--- src/slc_map.svh ---
`ifndef SLC_MAP_SVH
`define SLC_MAP_SVH

// ****************************************************************
// register indices (byte address is four times the index)
// ****************************************************************
`define SLC_IDX_MARKER   12'h160
`define SLC_IDX_ENABLE   12'h200
`define SLC_IDX_MODE     12'h201
`define SLC_IDX_KM1      12'h202
`define SLC_IDX_AUX      12'h210
`define SLC_IDX_MLIMIT   12'h211
`define SLC_IDX_STATUS   12'h212
`define SLC_IDX_KEFF     12'h213

// ****************************************************************
// reset values
// ****************************************************************
`define SLC_RST_MARKER   8'h00
`define SLC_RST_ENABLE   8'h01
`define SLC_RST_MODE     8'h02
`define SLC_RST_KM1      8'h1f
`define SLC_RST_AUX      8'h00
`define SLC_RST_MLIMIT   8'hff

// ****************************************************************
// field positions
// ****************************************************************
`define SLC_BIT_TS_EN    0
`define SLC_BIT_LINK_EN  0
`define SLC_BIT_SYNC_EN  0
`define SLC_BIT_CAL_EN   1
`define SLC_BIT_ST_LINK  0
`define SLC_BIT_ST_REJ   1
`define SLC_BIT_MARK12   0
`define SLC_BIT_MARK8    4

// ****************************************************************
// timing and misc
// ****************************************************************
`define SLC_PIPE_DEPTH   4
`define SLC_K64_SCALE    256
`define SLC_ILA_CS       2'h0

`endif

--- src/slc_pkg.sv ---
package slc_pkg;

   typedef enum logic [1:0] {
      SLC_RESP_OKAY   = 2'b00,
      SLC_RESP_SLVERR = 2'b10
   } slc_resp_t;

   typedef enum logic [3:0] {
      SLC_REG_NONE   = 4'b0000,
      SLC_REG_MARKER = 4'b0001,
      SLC_REG_ENABLE = 4'b0010,
      SLC_REG_MODE   = 4'b0011,
      SLC_REG_KM1    = 4'b0100,
      SLC_REG_AUX    = 4'b0101,
      SLC_REG_MLIMIT = 4'b0110,
      SLC_REG_STATUS = 4'b0111,
      SLC_REG_KEFF   = 4'b1000
   } slc_reg_t;

endpackage

--- src/slc_regs.sv ---
`timescale 1ns/10ps
`include "slc_map.svh"

// Contract
// - with timestamp enable and sync receiver enable set, timestamp input rides on every output sample LSB
// - timestamp delayed exactly like its sample through the whole path
// - 8-bit modes keep 7 data bits, 12-bit keep 11, mark in LSB
// - control-bits-per-sample announced in lane alignment stays 0
// - link enable resets to 1; write 0 disables, write 1 enables
// - link disabled holds transmitter in reset, serializers down, clocks gated
// - link disabled holds multiframe counter in reset, SYSREF ignored
// - 8-bit link mode field selects operating mode, resets to 0x02
// - only link modes allowed by the mode restriction register are accepted
// - frames-per-multiframe register holds K-1, resets to 0x1F (K=32)
// - in 64b/66b modes K comes from mode as 256*E/F, register ignored
module slc_regs
   import slc_pkg::*;
#(
   parameter int PIPE_DEPTH = `SLC_PIPE_DEPTH
) (
   input wire logic aclk,
   input wire logic aresetn,
   input wire logic [13:0] s_axi_awaddr,
   input wire logic s_axi_awvalid,
   output logic s_axi_awready,
   input wire logic [31:0] s_axi_wdata,
   input wire logic [3:0] s_axi_wstrb,
   input wire logic s_axi_wvalid,
   output logic s_axi_wready,
   output logic [1:0] s_axi_bresp,
   output logic s_axi_bvalid,
   input wire logic s_axi_bready,
   input wire logic [13:0] s_axi_araddr,
   input wire logic s_axi_arvalid,
   output logic s_axi_arready,
   output logic [31:0] s_axi_rdata,
   output logic [1:0] s_axi_rresp,
   output logic s_axi_rvalid,
   input wire logic s_axi_rready,
   input wire logic [11:0] sample_in,
   input wire logic sample_in_valid,
   input wire logic sample_8bit_mode,
   input wire logic timestamp_in,
   output logic [11:0] sample_out,
   output logic sample_out_valid,
   input wire logic mode_is_64b66b,
   input wire logic [3:0] mode_e,
   input wire logic [4:0] mode_f,
   input wire logic frame_tick,
   input wire logic sysref,
   output logic [11:0] lmfc_count,
   output logic lmfc_wrap,
   output logic [1:0] ila_cs_out,
   output logic [7:0] link_mode_field,
   output logic [11:0] k_eff_minus_one,
   output logic tx_reset_n,
   output logic serializer_power_down,
   output logic link_clock_enable,
   output logic sync_receiver_enable,
   output logic cal_enable
);

   localparam int AST_LAT = PIPE_DEPTH + 1;

   // ****************************************************************
   // address decode
   // ****************************************************************
   function automatic slc_reg_t slc_decode(input logic [13:0] addr);
      slc_reg_t r;
      r = SLC_REG_NONE;
      if (addr[1:0] == 2'h0) begin
         unique case (addr[13:2])
            `SLC_IDX_MARKER: r = SLC_REG_MARKER;
            `SLC_IDX_ENABLE: r = SLC_REG_ENABLE;
            `SLC_IDX_MODE: r = SLC_REG_MODE;
            `SLC_IDX_KM1: r = SLC_REG_KM1;
            `SLC_IDX_AUX: r = SLC_REG_AUX;
            `SLC_IDX_MLIMIT: r = SLC_REG_MLIMIT;
            `SLC_IDX_STATUS: r = SLC_REG_STATUS;
            `SLC_IDX_KEFF: r = SLC_REG_KEFF;
            default: r = SLC_REG_NONE;
         endcase
      end
      return r;
   endfunction

   function automatic logic [11:0] slc_k64(input logic [3:0] e, input logic [4:0] f);
      logic [12:0] num;
      logic [12:0] quo;
      num = 13'(`SLC_K64_SCALE) * 13'(e);
      quo = (f == 5'h00) ? 13'h0001 : num / 13'(f);
      if (quo == 13'h0000) begin
         quo = 13'h0001;
      end
      return 12'(quo - 13'h0001);
   endfunction

   // ****************************************************************
   // axi4-lite write channel
   // ****************************************************************
   logic aw_hold_q, w_hold_q, bvalid_q;
   logic [13:0] awaddr_q;
   logic [31:0] wdata_q;
   logic [3:0] wstrb_q;
   slc_resp_t bresp_q;
   logic wr_fire;
   slc_reg_t wr_sel;

   assign s_axi_awready = !aw_hold_q && !bvalid_q;
   assign s_axi_wready = !w_hold_q && !bvalid_q;
   assign wr_fire = aw_hold_q && w_hold_q;
   assign wr_sel = slc_decode(awaddr_q);
   assign s_axi_bvalid = bvalid_q;
   assign s_axi_bresp = bresp_q;

   always_ff @(posedge aclk) begin
      if (!aresetn) begin
         aw_hold_q <= 1'b0;
         awaddr_q <= 14'h0000;
      end else if (s_axi_awvalid && s_axi_awready) begin
         aw_hold_q <= 1'b1;
         awaddr_q <= s_axi_awaddr;
      end else if (wr_fire) begin
         aw_hold_q <= 1'b0;
      end
   end

   always_ff @(posedge aclk) begin
      if (!aresetn) begin
         w_hold_q <= 1'b0;
         wdata_q <= 32'h0000_0000;
         wstrb_q <= 4'h0;
      end else if (s_axi_wvalid && s_axi_wready) begin
         w_hold_q <= 1'b1;
         wdata_q <= s_axi_wdata;
         wstrb_q <= s_axi_wstrb;
      end else if (wr_fire) begin
         w_hold_q <= 1'b0;
      end
   end

   always_ff @(posedge aclk) begin
      if (!aresetn) begin
         bvalid_q <= 1'b0;
         bresp_q <= SLC_RESP_OKAY;
      end else if (wr_fire) begin
         bvalid_q <= 1'b1;
         bresp_q <= (wr_sel == SLC_REG_NONE) ? SLC_RESP_SLVERR : SLC_RESP_OKAY;
      end else if (s_axi_bready) begin
         bvalid_q <= 1'b0;
      end
   end

   // ****************************************************************
   // register storage
   // ****************************************************************
   logic [7:0] marker_q, enable_q, mode_q, km1_q, aux_q, mlimit_q;
   logic reject_q;
   logic wr_lane0;
   logic mode_wr, mode_ok;

   assign wr_lane0 = wr_fire && wstrb_q[0];
   assign mode_wr = wr_lane0 && (wr_sel == SLC_REG_MODE);
   assign mode_ok = wdata_q[7:0] <= mlimit_q;

   // reserved bits stored as written, no effect
   always_ff @(posedge aclk) begin
      if (!aresetn) begin
         marker_q <= `SLC_RST_MARKER;
         enable_q <= `SLC_RST_ENABLE;
         km1_q <= `SLC_RST_KM1;
         aux_q <= `SLC_RST_AUX;
         mlimit_q <= `SLC_RST_MLIMIT;
      end else if (wr_lane0) begin
         unique case (wr_sel)
            SLC_REG_MARKER: marker_q <= wdata_q[7:0];
            SLC_REG_ENABLE: enable_q <= wdata_q[7:0];
            SLC_REG_KM1: km1_q <= wdata_q[7:0];
            SLC_REG_AUX: aux_q <= wdata_q[7:0];
            SLC_REG_MLIMIT: mlimit_q <= wdata_q[7:0];
            default: ;
         endcase
      end
   end

   // disallowed modes leave the field unchanged
   always_ff @(posedge aclk) begin
      if (!aresetn) begin
         mode_q <= `SLC_RST_MODE;
      end else if (mode_wr && mode_ok) begin
         mode_q <= wdata_q[7:0];
      end
   end

   // sticky reject flag, write one to clear, set wins
   always_ff @(posedge aclk) begin
      if (!aresetn) begin
         reject_q <= 1'b0;
      end else if (mode_wr && !mode_ok) begin
         reject_q <= 1'b1;
      end else if (wr_lane0 && wr_sel == SLC_REG_STATUS && wdata_q[`SLC_BIT_ST_REJ]) begin
         reject_q <= 1'b0;
      end
   end

   // ****************************************************************
   // axi4-lite read channel
   // ****************************************************************
   logic rvalid_q;
   logic [31:0] rdata_q;
   slc_resp_t rresp_q;
   logic [7:0] rd_val;
   slc_reg_t rd_sel;
   logic link_on;

   assign rd_sel = slc_decode(s_axi_araddr);
   assign s_axi_arready = !rvalid_q;
   assign s_axi_rvalid = rvalid_q;
   assign s_axi_rdata = rdata_q;
   assign s_axi_rresp = rresp_q;

   always_comb begin
      rd_val = 8'h00;
      unique case (rd_sel)
         SLC_REG_MARKER: rd_val = marker_q;
         SLC_REG_ENABLE: rd_val = enable_q;
         SLC_REG_MODE: rd_val = mode_q;
         SLC_REG_KM1: rd_val = km1_q;
         SLC_REG_AUX: rd_val = aux_q;
         SLC_REG_MLIMIT: rd_val = mlimit_q;
         SLC_REG_STATUS: rd_val = {6'h00, reject_q, link_on};
         SLC_REG_KEFF: rd_val = k_eff_minus_one[7:0];
         default: rd_val = 8'h00;
      endcase
   end

   always_ff @(posedge aclk) begin
      if (!aresetn) begin
         rvalid_q <= 1'b0;
         rdata_q <= 32'h0000_0000;
         rresp_q <= SLC_RESP_OKAY;
      end else if (s_axi_arvalid && s_axi_arready) begin
         rvalid_q <= 1'b1;
         rdata_q <= {24'h000000, rd_val};
         rresp_q <= (rd_sel == SLC_REG_NONE) ? SLC_RESP_SLVERR : SLC_RESP_OKAY;
      end else if (s_axi_rready) begin
         rvalid_q <= 1'b0;
      end
   end

   // ****************************************************************
   // link control outputs
   // ****************************************************************
   assign link_on = enable_q[`SLC_BIT_LINK_EN];
   assign tx_reset_n = link_on;
   assign serializer_power_down = !link_on;
   assign link_clock_enable = link_on;
   assign sync_receiver_enable = aux_q[`SLC_BIT_SYNC_EN];
   assign cal_enable = aux_q[`SLC_BIT_CAL_EN];
   assign link_mode_field = mode_q;
   assign ila_cs_out = `SLC_ILA_CS;
   assign k_eff_minus_one = mode_is_64b66b ? slc_k64(mode_e, mode_f) : {4'h0, km1_q};

   // ****************************************************************
   // multiframe counter
   // ****************************************************************
   logic [11:0] lmfc_q;
   logic wrap_q;

   always_ff @(posedge aclk) begin
      if (!aresetn || !link_on) begin
         lmfc_q <= 12'h000;
         wrap_q <= 1'b0;
      end else if (sysref) begin
         lmfc_q <= 12'h000;
         wrap_q <= 1'b0;
      end else if (frame_tick) begin
         wrap_q <= (lmfc_q >= k_eff_minus_one);
         lmfc_q <= (lmfc_q >= k_eff_minus_one) ? 12'h000 : lmfc_q + 12'h001;
      end else begin
         wrap_q <= 1'b0;
      end
   end

   assign lmfc_count = lmfc_q;
   assign lmfc_wrap = wrap_q;

   // ****************************************************************
   // sample path with timestamp mark
   // ****************************************************************
   logic ts_mark;
   logic [14:0] pipe_in, pipe_out;
   logic [11:0] samp_q;
   logic svalid_q;

   // mark only reaches the path through the sync receiver
   assign ts_mark = timestamp_in && marker_q[`SLC_BIT_TS_EN] && sync_receiver_enable;
   assign pipe_in = {sample_in_valid, sample_8bit_mode, ts_mark, sample_in};

   slc_delay #(
      .WIDTH(15),
      .DEPTH(PIPE_DEPTH)
   ) u_delay (
      .aclk(aclk),
      .aresetn(aresetn),
      .din(pipe_in),
      .dout(pipe_out)
   );

   // mark and sample share one delay line
   always_ff @(posedge aclk) begin
      if (!aresetn) begin
         samp_q <= 12'h000;
         svalid_q <= 1'b0;
      end else begin
         svalid_q <= pipe_out[14] && link_on;
         if (pipe_out[13]) begin
            samp_q <= {pipe_out[11:5], pipe_out[12], 4'h0};
         end else begin
            samp_q <= {pipe_out[11:1], pipe_out[12]};
         end
      end
   end

   assign sample_out = samp_q;
   assign sample_out_valid = svalid_q;

   // ****************************************************************
   // checks
   // ****************************************************************
   AST_TS_LSB: assert property (@(posedge aclk) disable iff (!aresetn)
      (sample_in_valid && ts_mark && !sample_8bit_mode) |-> ##AST_LAT sample_out[`SLC_BIT_MARK12])
      else $error("timestamp missing on sample lsb");
   AST_TS_ALIGN: assert property (@(posedge aclk) disable iff (!aresetn)
      ##AST_LAT (!sample_8bit_mode || $past(sample_8bit_mode, AST_LAT)) ##0 1'b1 |->
      sample_out[`SLC_BIT_MARK8] == $past(ts_mark, AST_LAT) || !$past(sample_8bit_mode, AST_LAT))
      else $error("timestamp not aligned with its sample");
   AST_W12: assert property (@(posedge aclk) disable iff (!aresetn)
      (!sample_8bit_mode) |-> ##AST_LAT sample_out[11:1] == $past(sample_in[11:1], AST_LAT))
      else $error("12-bit data bits corrupted");
   AST_W8: assert property (@(posedge aclk) disable iff (!aresetn)
      sample_8bit_mode |-> ##AST_LAT
      (sample_out[11:5] == $past(sample_in[11:5], AST_LAT) && sample_out[3:0] == 4'h0))
      else $error("8-bit data bits corrupted");
   AST_ILA_CS: assert property (@(posedge aclk) disable iff (!aresetn)
      ila_cs_out == 2'h0 && $stable(ila_cs_out))
      else $error("control bits announced in alignment sequence");
   AST_EN_WRITE: assert property (@(posedge aclk) disable iff (!aresetn)
      (wr_lane0 && wr_sel == SLC_REG_ENABLE) |=> link_on == $past(wdata_q[0]))
      else $error("link enable write not taken");
   AST_HOLD: assert property (@(posedge aclk) disable iff (!aresetn)
      !link_on |-> (!tx_reset_n && serializer_power_down && !link_clock_enable) ##1 !sample_out_valid)
      else $error("transmitter active while link disabled");
   AST_LMFC: assert property (@(posedge aclk) disable iff (!aresetn)
      (!link_on && $past(!link_on)) |-> (lmfc_count == 12'h000 && !lmfc_wrap))
      else $error("multiframe counter runs while link disabled");
   AST_MODE_LOCK: assert property (@(posedge aclk) disable iff (!aresetn)
      (mode_wr && !mode_ok) |=> ($stable(link_mode_field) && reject_q))
      else $error("disallowed link mode accepted");
   AST_MODE_OK: assert property (@(posedge aclk) disable iff (!aresetn)
      (mode_wr && mode_ok) |=> link_mode_field == $past(wdata_q[7:0]))
      else $error("allowed link mode not stored");
   AST_K64: assert property (@(posedge aclk) disable iff (!aresetn)
      (mode_is_64b66b && mode_f == 5'h04 && mode_e == 4'h1) |-> k_eff_minus_one == 12'h03f)
      else $error("64b66b k not derived from mode");
   AST_KM1: assert property (@(posedge aclk) disable iff (!aresetn)
      !mode_is_64b66b |-> k_eff_minus_one == {4'h0, km1_q})
      else $error("k does not follow register");
   AST_RSV: assert property (@(posedge aclk) disable iff (!aresetn)
      (wr_lane0 && wr_sel == SLC_REG_MARKER) |=> marker_q == $past(wdata_q[7:0]))
      else $error("reserved bits not kept");

endmodule

--- src/slc_delay.sv ---
`timescale 1ns/10ps

module slc_delay #(
   parameter int WIDTH = 8,
   parameter int DEPTH = 4
) (
   input wire logic aclk,
   input wire logic aresetn,
   input wire logic [WIDTH-1:0] din,
   output logic [WIDTH-1:0] dout
);

   logic [WIDTH-1:0] stage_q [DEPTH];

   // ****************************************************************
   // fixed-latency shift line
   // ****************************************************************
   genvar i;
   generate
      for (i = 0; i < DEPTH; i++) begin : g_stage
         always_ff @(posedge aclk) begin
            if (!aresetn) begin
               stage_q[i] <= '0;
            end else if (i == 0) begin
               stage_q[i] <= din;
            end else begin
               stage_q[i] <= stage_q[(i == 0) ? 0 : i-1];
            end
         end
      end
   endgenerate

   assign dout = stage_q[DEPTH-1];

endmodule

--- config.mk ---
export PLATFORM = sky130hd
export DESIGN_NAME = slc_regs
export DESIGN_NICKNAME = d
export VERILOG_FILES = /design/src/slc_pkg.sv /design/src/slc_regs.sv /design/src/slc_delay.sv
export VERILOG_INCLUDE_DIRS = /design/src /design/src/src
export SDC_FILE = /design/constraint.sdc
export NUM_CORES = 1
export LEC_CHECK = 0
export ABC_AREA = 1
export BUFFER_PORTS_ARGS = -buffer_cell sky130_fd_sc_hd__buf_4
export CORE_UTILIZATION = 58
export DETAILED_ROUTE_END_ITERATION = 8
export PLACE_DENSITY = 0.86
export SYNTH_ARGS = -nofsm -noshare
export SYNTH_HDL_FRONTEND = slang
export SYNTH_SLANG_ARGS = --single-unit
--- constraint.sdc ---
create_clock -name aclk -period 38.7 [get_ports aclk]
set_input_delay 9.675 -clock aclk [delete_from_list [all_inputs] [get_ports aclk]]
set_output_delay 9.675 -clock aclk [all_outputs]
set_load 0.005 [all_outputs]
==> run_results.csv <==
group,metric,value,unit
outcome,status,"finished, final reports clean",
global_route,antenna_found_initial,0,
timing,worst_clock_skew,6.722,ps
hold_path,holdCritStartpoint,"u_delay.stage_q[1][2]",
worst_setup_path,r2r_slack,35380,ps
clock_network,clkTransAtPathRegs,60,ps
timing,worstMarginPinSlew,1086,ps
yosys,synth_area_per_cell,6.757,um^2
timing,period_share,96.13,%
yosys,synth_most_common_cell,"nand2_1",
worst_setup_path,worstSetupStartpointType,"primary input",
route,vias_per_cell,5.225,
yosys,synth_top_cell_area_share,30.04,%
final_layout,nNetsFinal,1968,
yosys,yosys.area.top_type,"dfxtp_1",
worst_setup_path,timing.critical_path.mode_cell,"nand2_1",
clock_network,cts_tree,"done",
worst_setup_path,r2r_cells,19,
yosys,syn-cell-area,11200,um^2
worst_setup_path,cp_max_fo,15,
die,fp.coreArea,18830,um^2
yosys,ys_types,56,
placement,numPortBuffers,135,
final_layout,diodes,0,
clock_network,cts_made_buffers,17,
route,vias,10820,
yosys,synth_common_cells,"nand2_1 (346), inv_1 (280), dfxtp_1 (168), nor2_1 (157), o21ai_0 (94)",
worst_setup_path,crit_slowest_cell,"ha_1",
yosys,yosys_warnings,0,
global_route,grt_max_degree,127,
hold_path,hold_path.class,"flip-flop to flip-flop",
route,drt-pass1-iter-count,7,
yosys,synth_edf_count,0,
yosys,ys_async_sr_fraction,0,%
die,io_pins,192,
worst_setup_path,path_class,"primary input to output pin",
worst_setup_path,required,29020,ps
hold_path,hold_depth,2,
timing,fmax,0.02688,GHz
placement,place.gp.congestion,0.9027,
route,drc,0,
timing,final_hold_viol_count,0,
yosys,netlist_instances,1657,
yosys,ys_seq_elements,168,
placement,place_hpwl,20840,um
yosys,ys_top_cells_by_area,"dfxtp_1 (30%), nand2_1 (12%), inv_1 (9.4%)",
worst_setup_path,crit_arrival,27530,ps
die,die_w,140.9,um
global_route,grtUsageTotal,27.72,%
timing,finalMaxSlewViolations,0,
timing,setup_viol,0,
final_layout,nFillCells,1509,
route,finalWirelength,27600,um
global_route,grt_pass1_wl,45250,um
route,drtIter0Drc,678,
worst_setup_path,end_kind,"output pin",
clock_network,clock_latency,420,ps
worst_setup_path,critPathMaxStageDelay,350,ps
worst_setup_path,r2r_end,"link_mode_field[6]",
die,die_y,140.9,um
yosys,yosysSeqAreaShare,30.04,%
clock_network,cts.path.max_buffers,2,
timing,period_needed,37200,ps
global_route,grt_pass1_vias,9919,
die,initial_core_util,59.46,%
clock_network,cts.htree.levels,4,
die,num_rows,50,
route,wire_per_inst,13.33,um
timing,rsz0062_at_grt,"no",
final_layout,syn_to_final_growth,17.37,%
clock_network,clockRootBuffer,"clkbuf_16",
yosys,synth_top_flop_cell,"dfxtp_1",
route,antenna_left,0,
clock_network,cts.sinks,168,
timing,fin_setup_tns,0,ps
worst_setup_path,r2r_start,"awaddr_q[13]",
global_route,grt_overflow,0,
final_layout,drive_gt1_share,16.52,%
timing,relSlewSlack,27.60,%
clock_network,cts-hold-fix-buffers,0,
flow_run,maxCapViolations,0,
hold_path,holdPathEnd,"u_delay.stage_q[1][17]",
die,die-area,19860,um^2
==> cell families after synthesis <==
family / synth area share, %
AO/OA/AOI/OAI: 14.75
buffers and inverters: 13.32
adder cells (fa/ha/maj): 8.225
AND/OR/NAND/NOR: 30.89
flip-flops: 30.04
other: 0.03349
XOR/XNOR: 2.738
==> metal layers <==
layer | GRT usage [%] | wire, um
met1 | 34.32 | 12130
met2 | 49.15 | 13580
met3 | 3.431 | 1231
met4 | 10.35 | 660
met5 | 0 | 0
==> per-stage QoR <==
step / utilization [%] / instance area (um^2) / hold slack (ps) / cells / worst slack, ps
after floorplan: - / 11300 / 390.5 / 1685 / 2924
after CTS: 69.21 / 13030 / 405.2 / 2063 / 585.3
after global placement: 65.73 / 12380 / 391.7 / 2031 / 988.6
after global routing: 69.78 / 13140 / 421.7 / 2070 / 4.967
final: 69.78 / 13140 / 406.7 / 2070 / 1497
after detailed placement: 65.73 / 12380 / 394.7 / 2031 / 633.3
==> how the worst max path moves through the flow <==
stage / slack (ps) / depth (start not counted) / to / from
global route: 5 / 132 / k_eff_minus_one[10] / mode_f[0]
CTS: 590 / 130 / k_eff_minus_one[10] / mode_f[1]
detailed placement: 630 / 130 / k_eff_minus_one[10] / mode_f[1]
floorplan: 2920 / 130 / k_eff_minus_one[10] / mode_f[0]
global placement: 990 / 131 / k_eff_minus_one[10] / mode_f[1]
finish: 1500 / 131 / k_eff_minus_one[10] / mode_f[0]
==> sequential cells by signal (all words and copies together) (netlist names), 8 cells and up <==
| name | flops |
|---|---|
| link_mode_field | 8 |
| u_delay.stage_q | 56 |
| wdata_q | 8 |
| mlimit_q | 8 |
| marker_q | 8 |
| aux_q | 8 |
| awaddr_q | 14 |
| lmfc_count | 12 |
| sample_out | 12 |
| enable_q | 8 |
| s_axi_rdata | 8 |
| km1_q | 8 |
==> critical path: cells and delay by family <==
kind / cells / cell delay, ps
simple gates: 62 / 6570
buf+inv: 25 / 2300
fa+ha+maj: 13 / 4010
compound gates: 31 / 4880
==> layout make-up <==
cell class              instances  area [um^2]  area share [%]
inverters                     302         1146           8.722
flip-flops and latches        168         3363           25.60
clock buffers                  20        466.7           3.552
repair buffers                154         1160           8.827
multi-input cells            1154         6490           49.39
well taps                     260        325.3           2.476
clock inverters                12        188.9           1.438
==> cell usage in the layout (no fill, tap or decap), types with 29 or more instances in the layout <==
master     n
o21ai_0   86
nand4_1   30
ha_1      71
nor2_1   155
conb_1    29
nand2_1  345
nand3_1   85
inv_1    278
a21oi_1   88
dfxtp_1  168
buf_4    153
==> repair_timing <==
item,in CTS,in global routing
buffers inserted,0,7
hold endpoints to repair,0,0
setup endpoints to repair,0,12
resized for setup,0,22
Power is not shown: default switching activity piles up to over one toggle a cycle in this logic, so the estimate is an artifact.
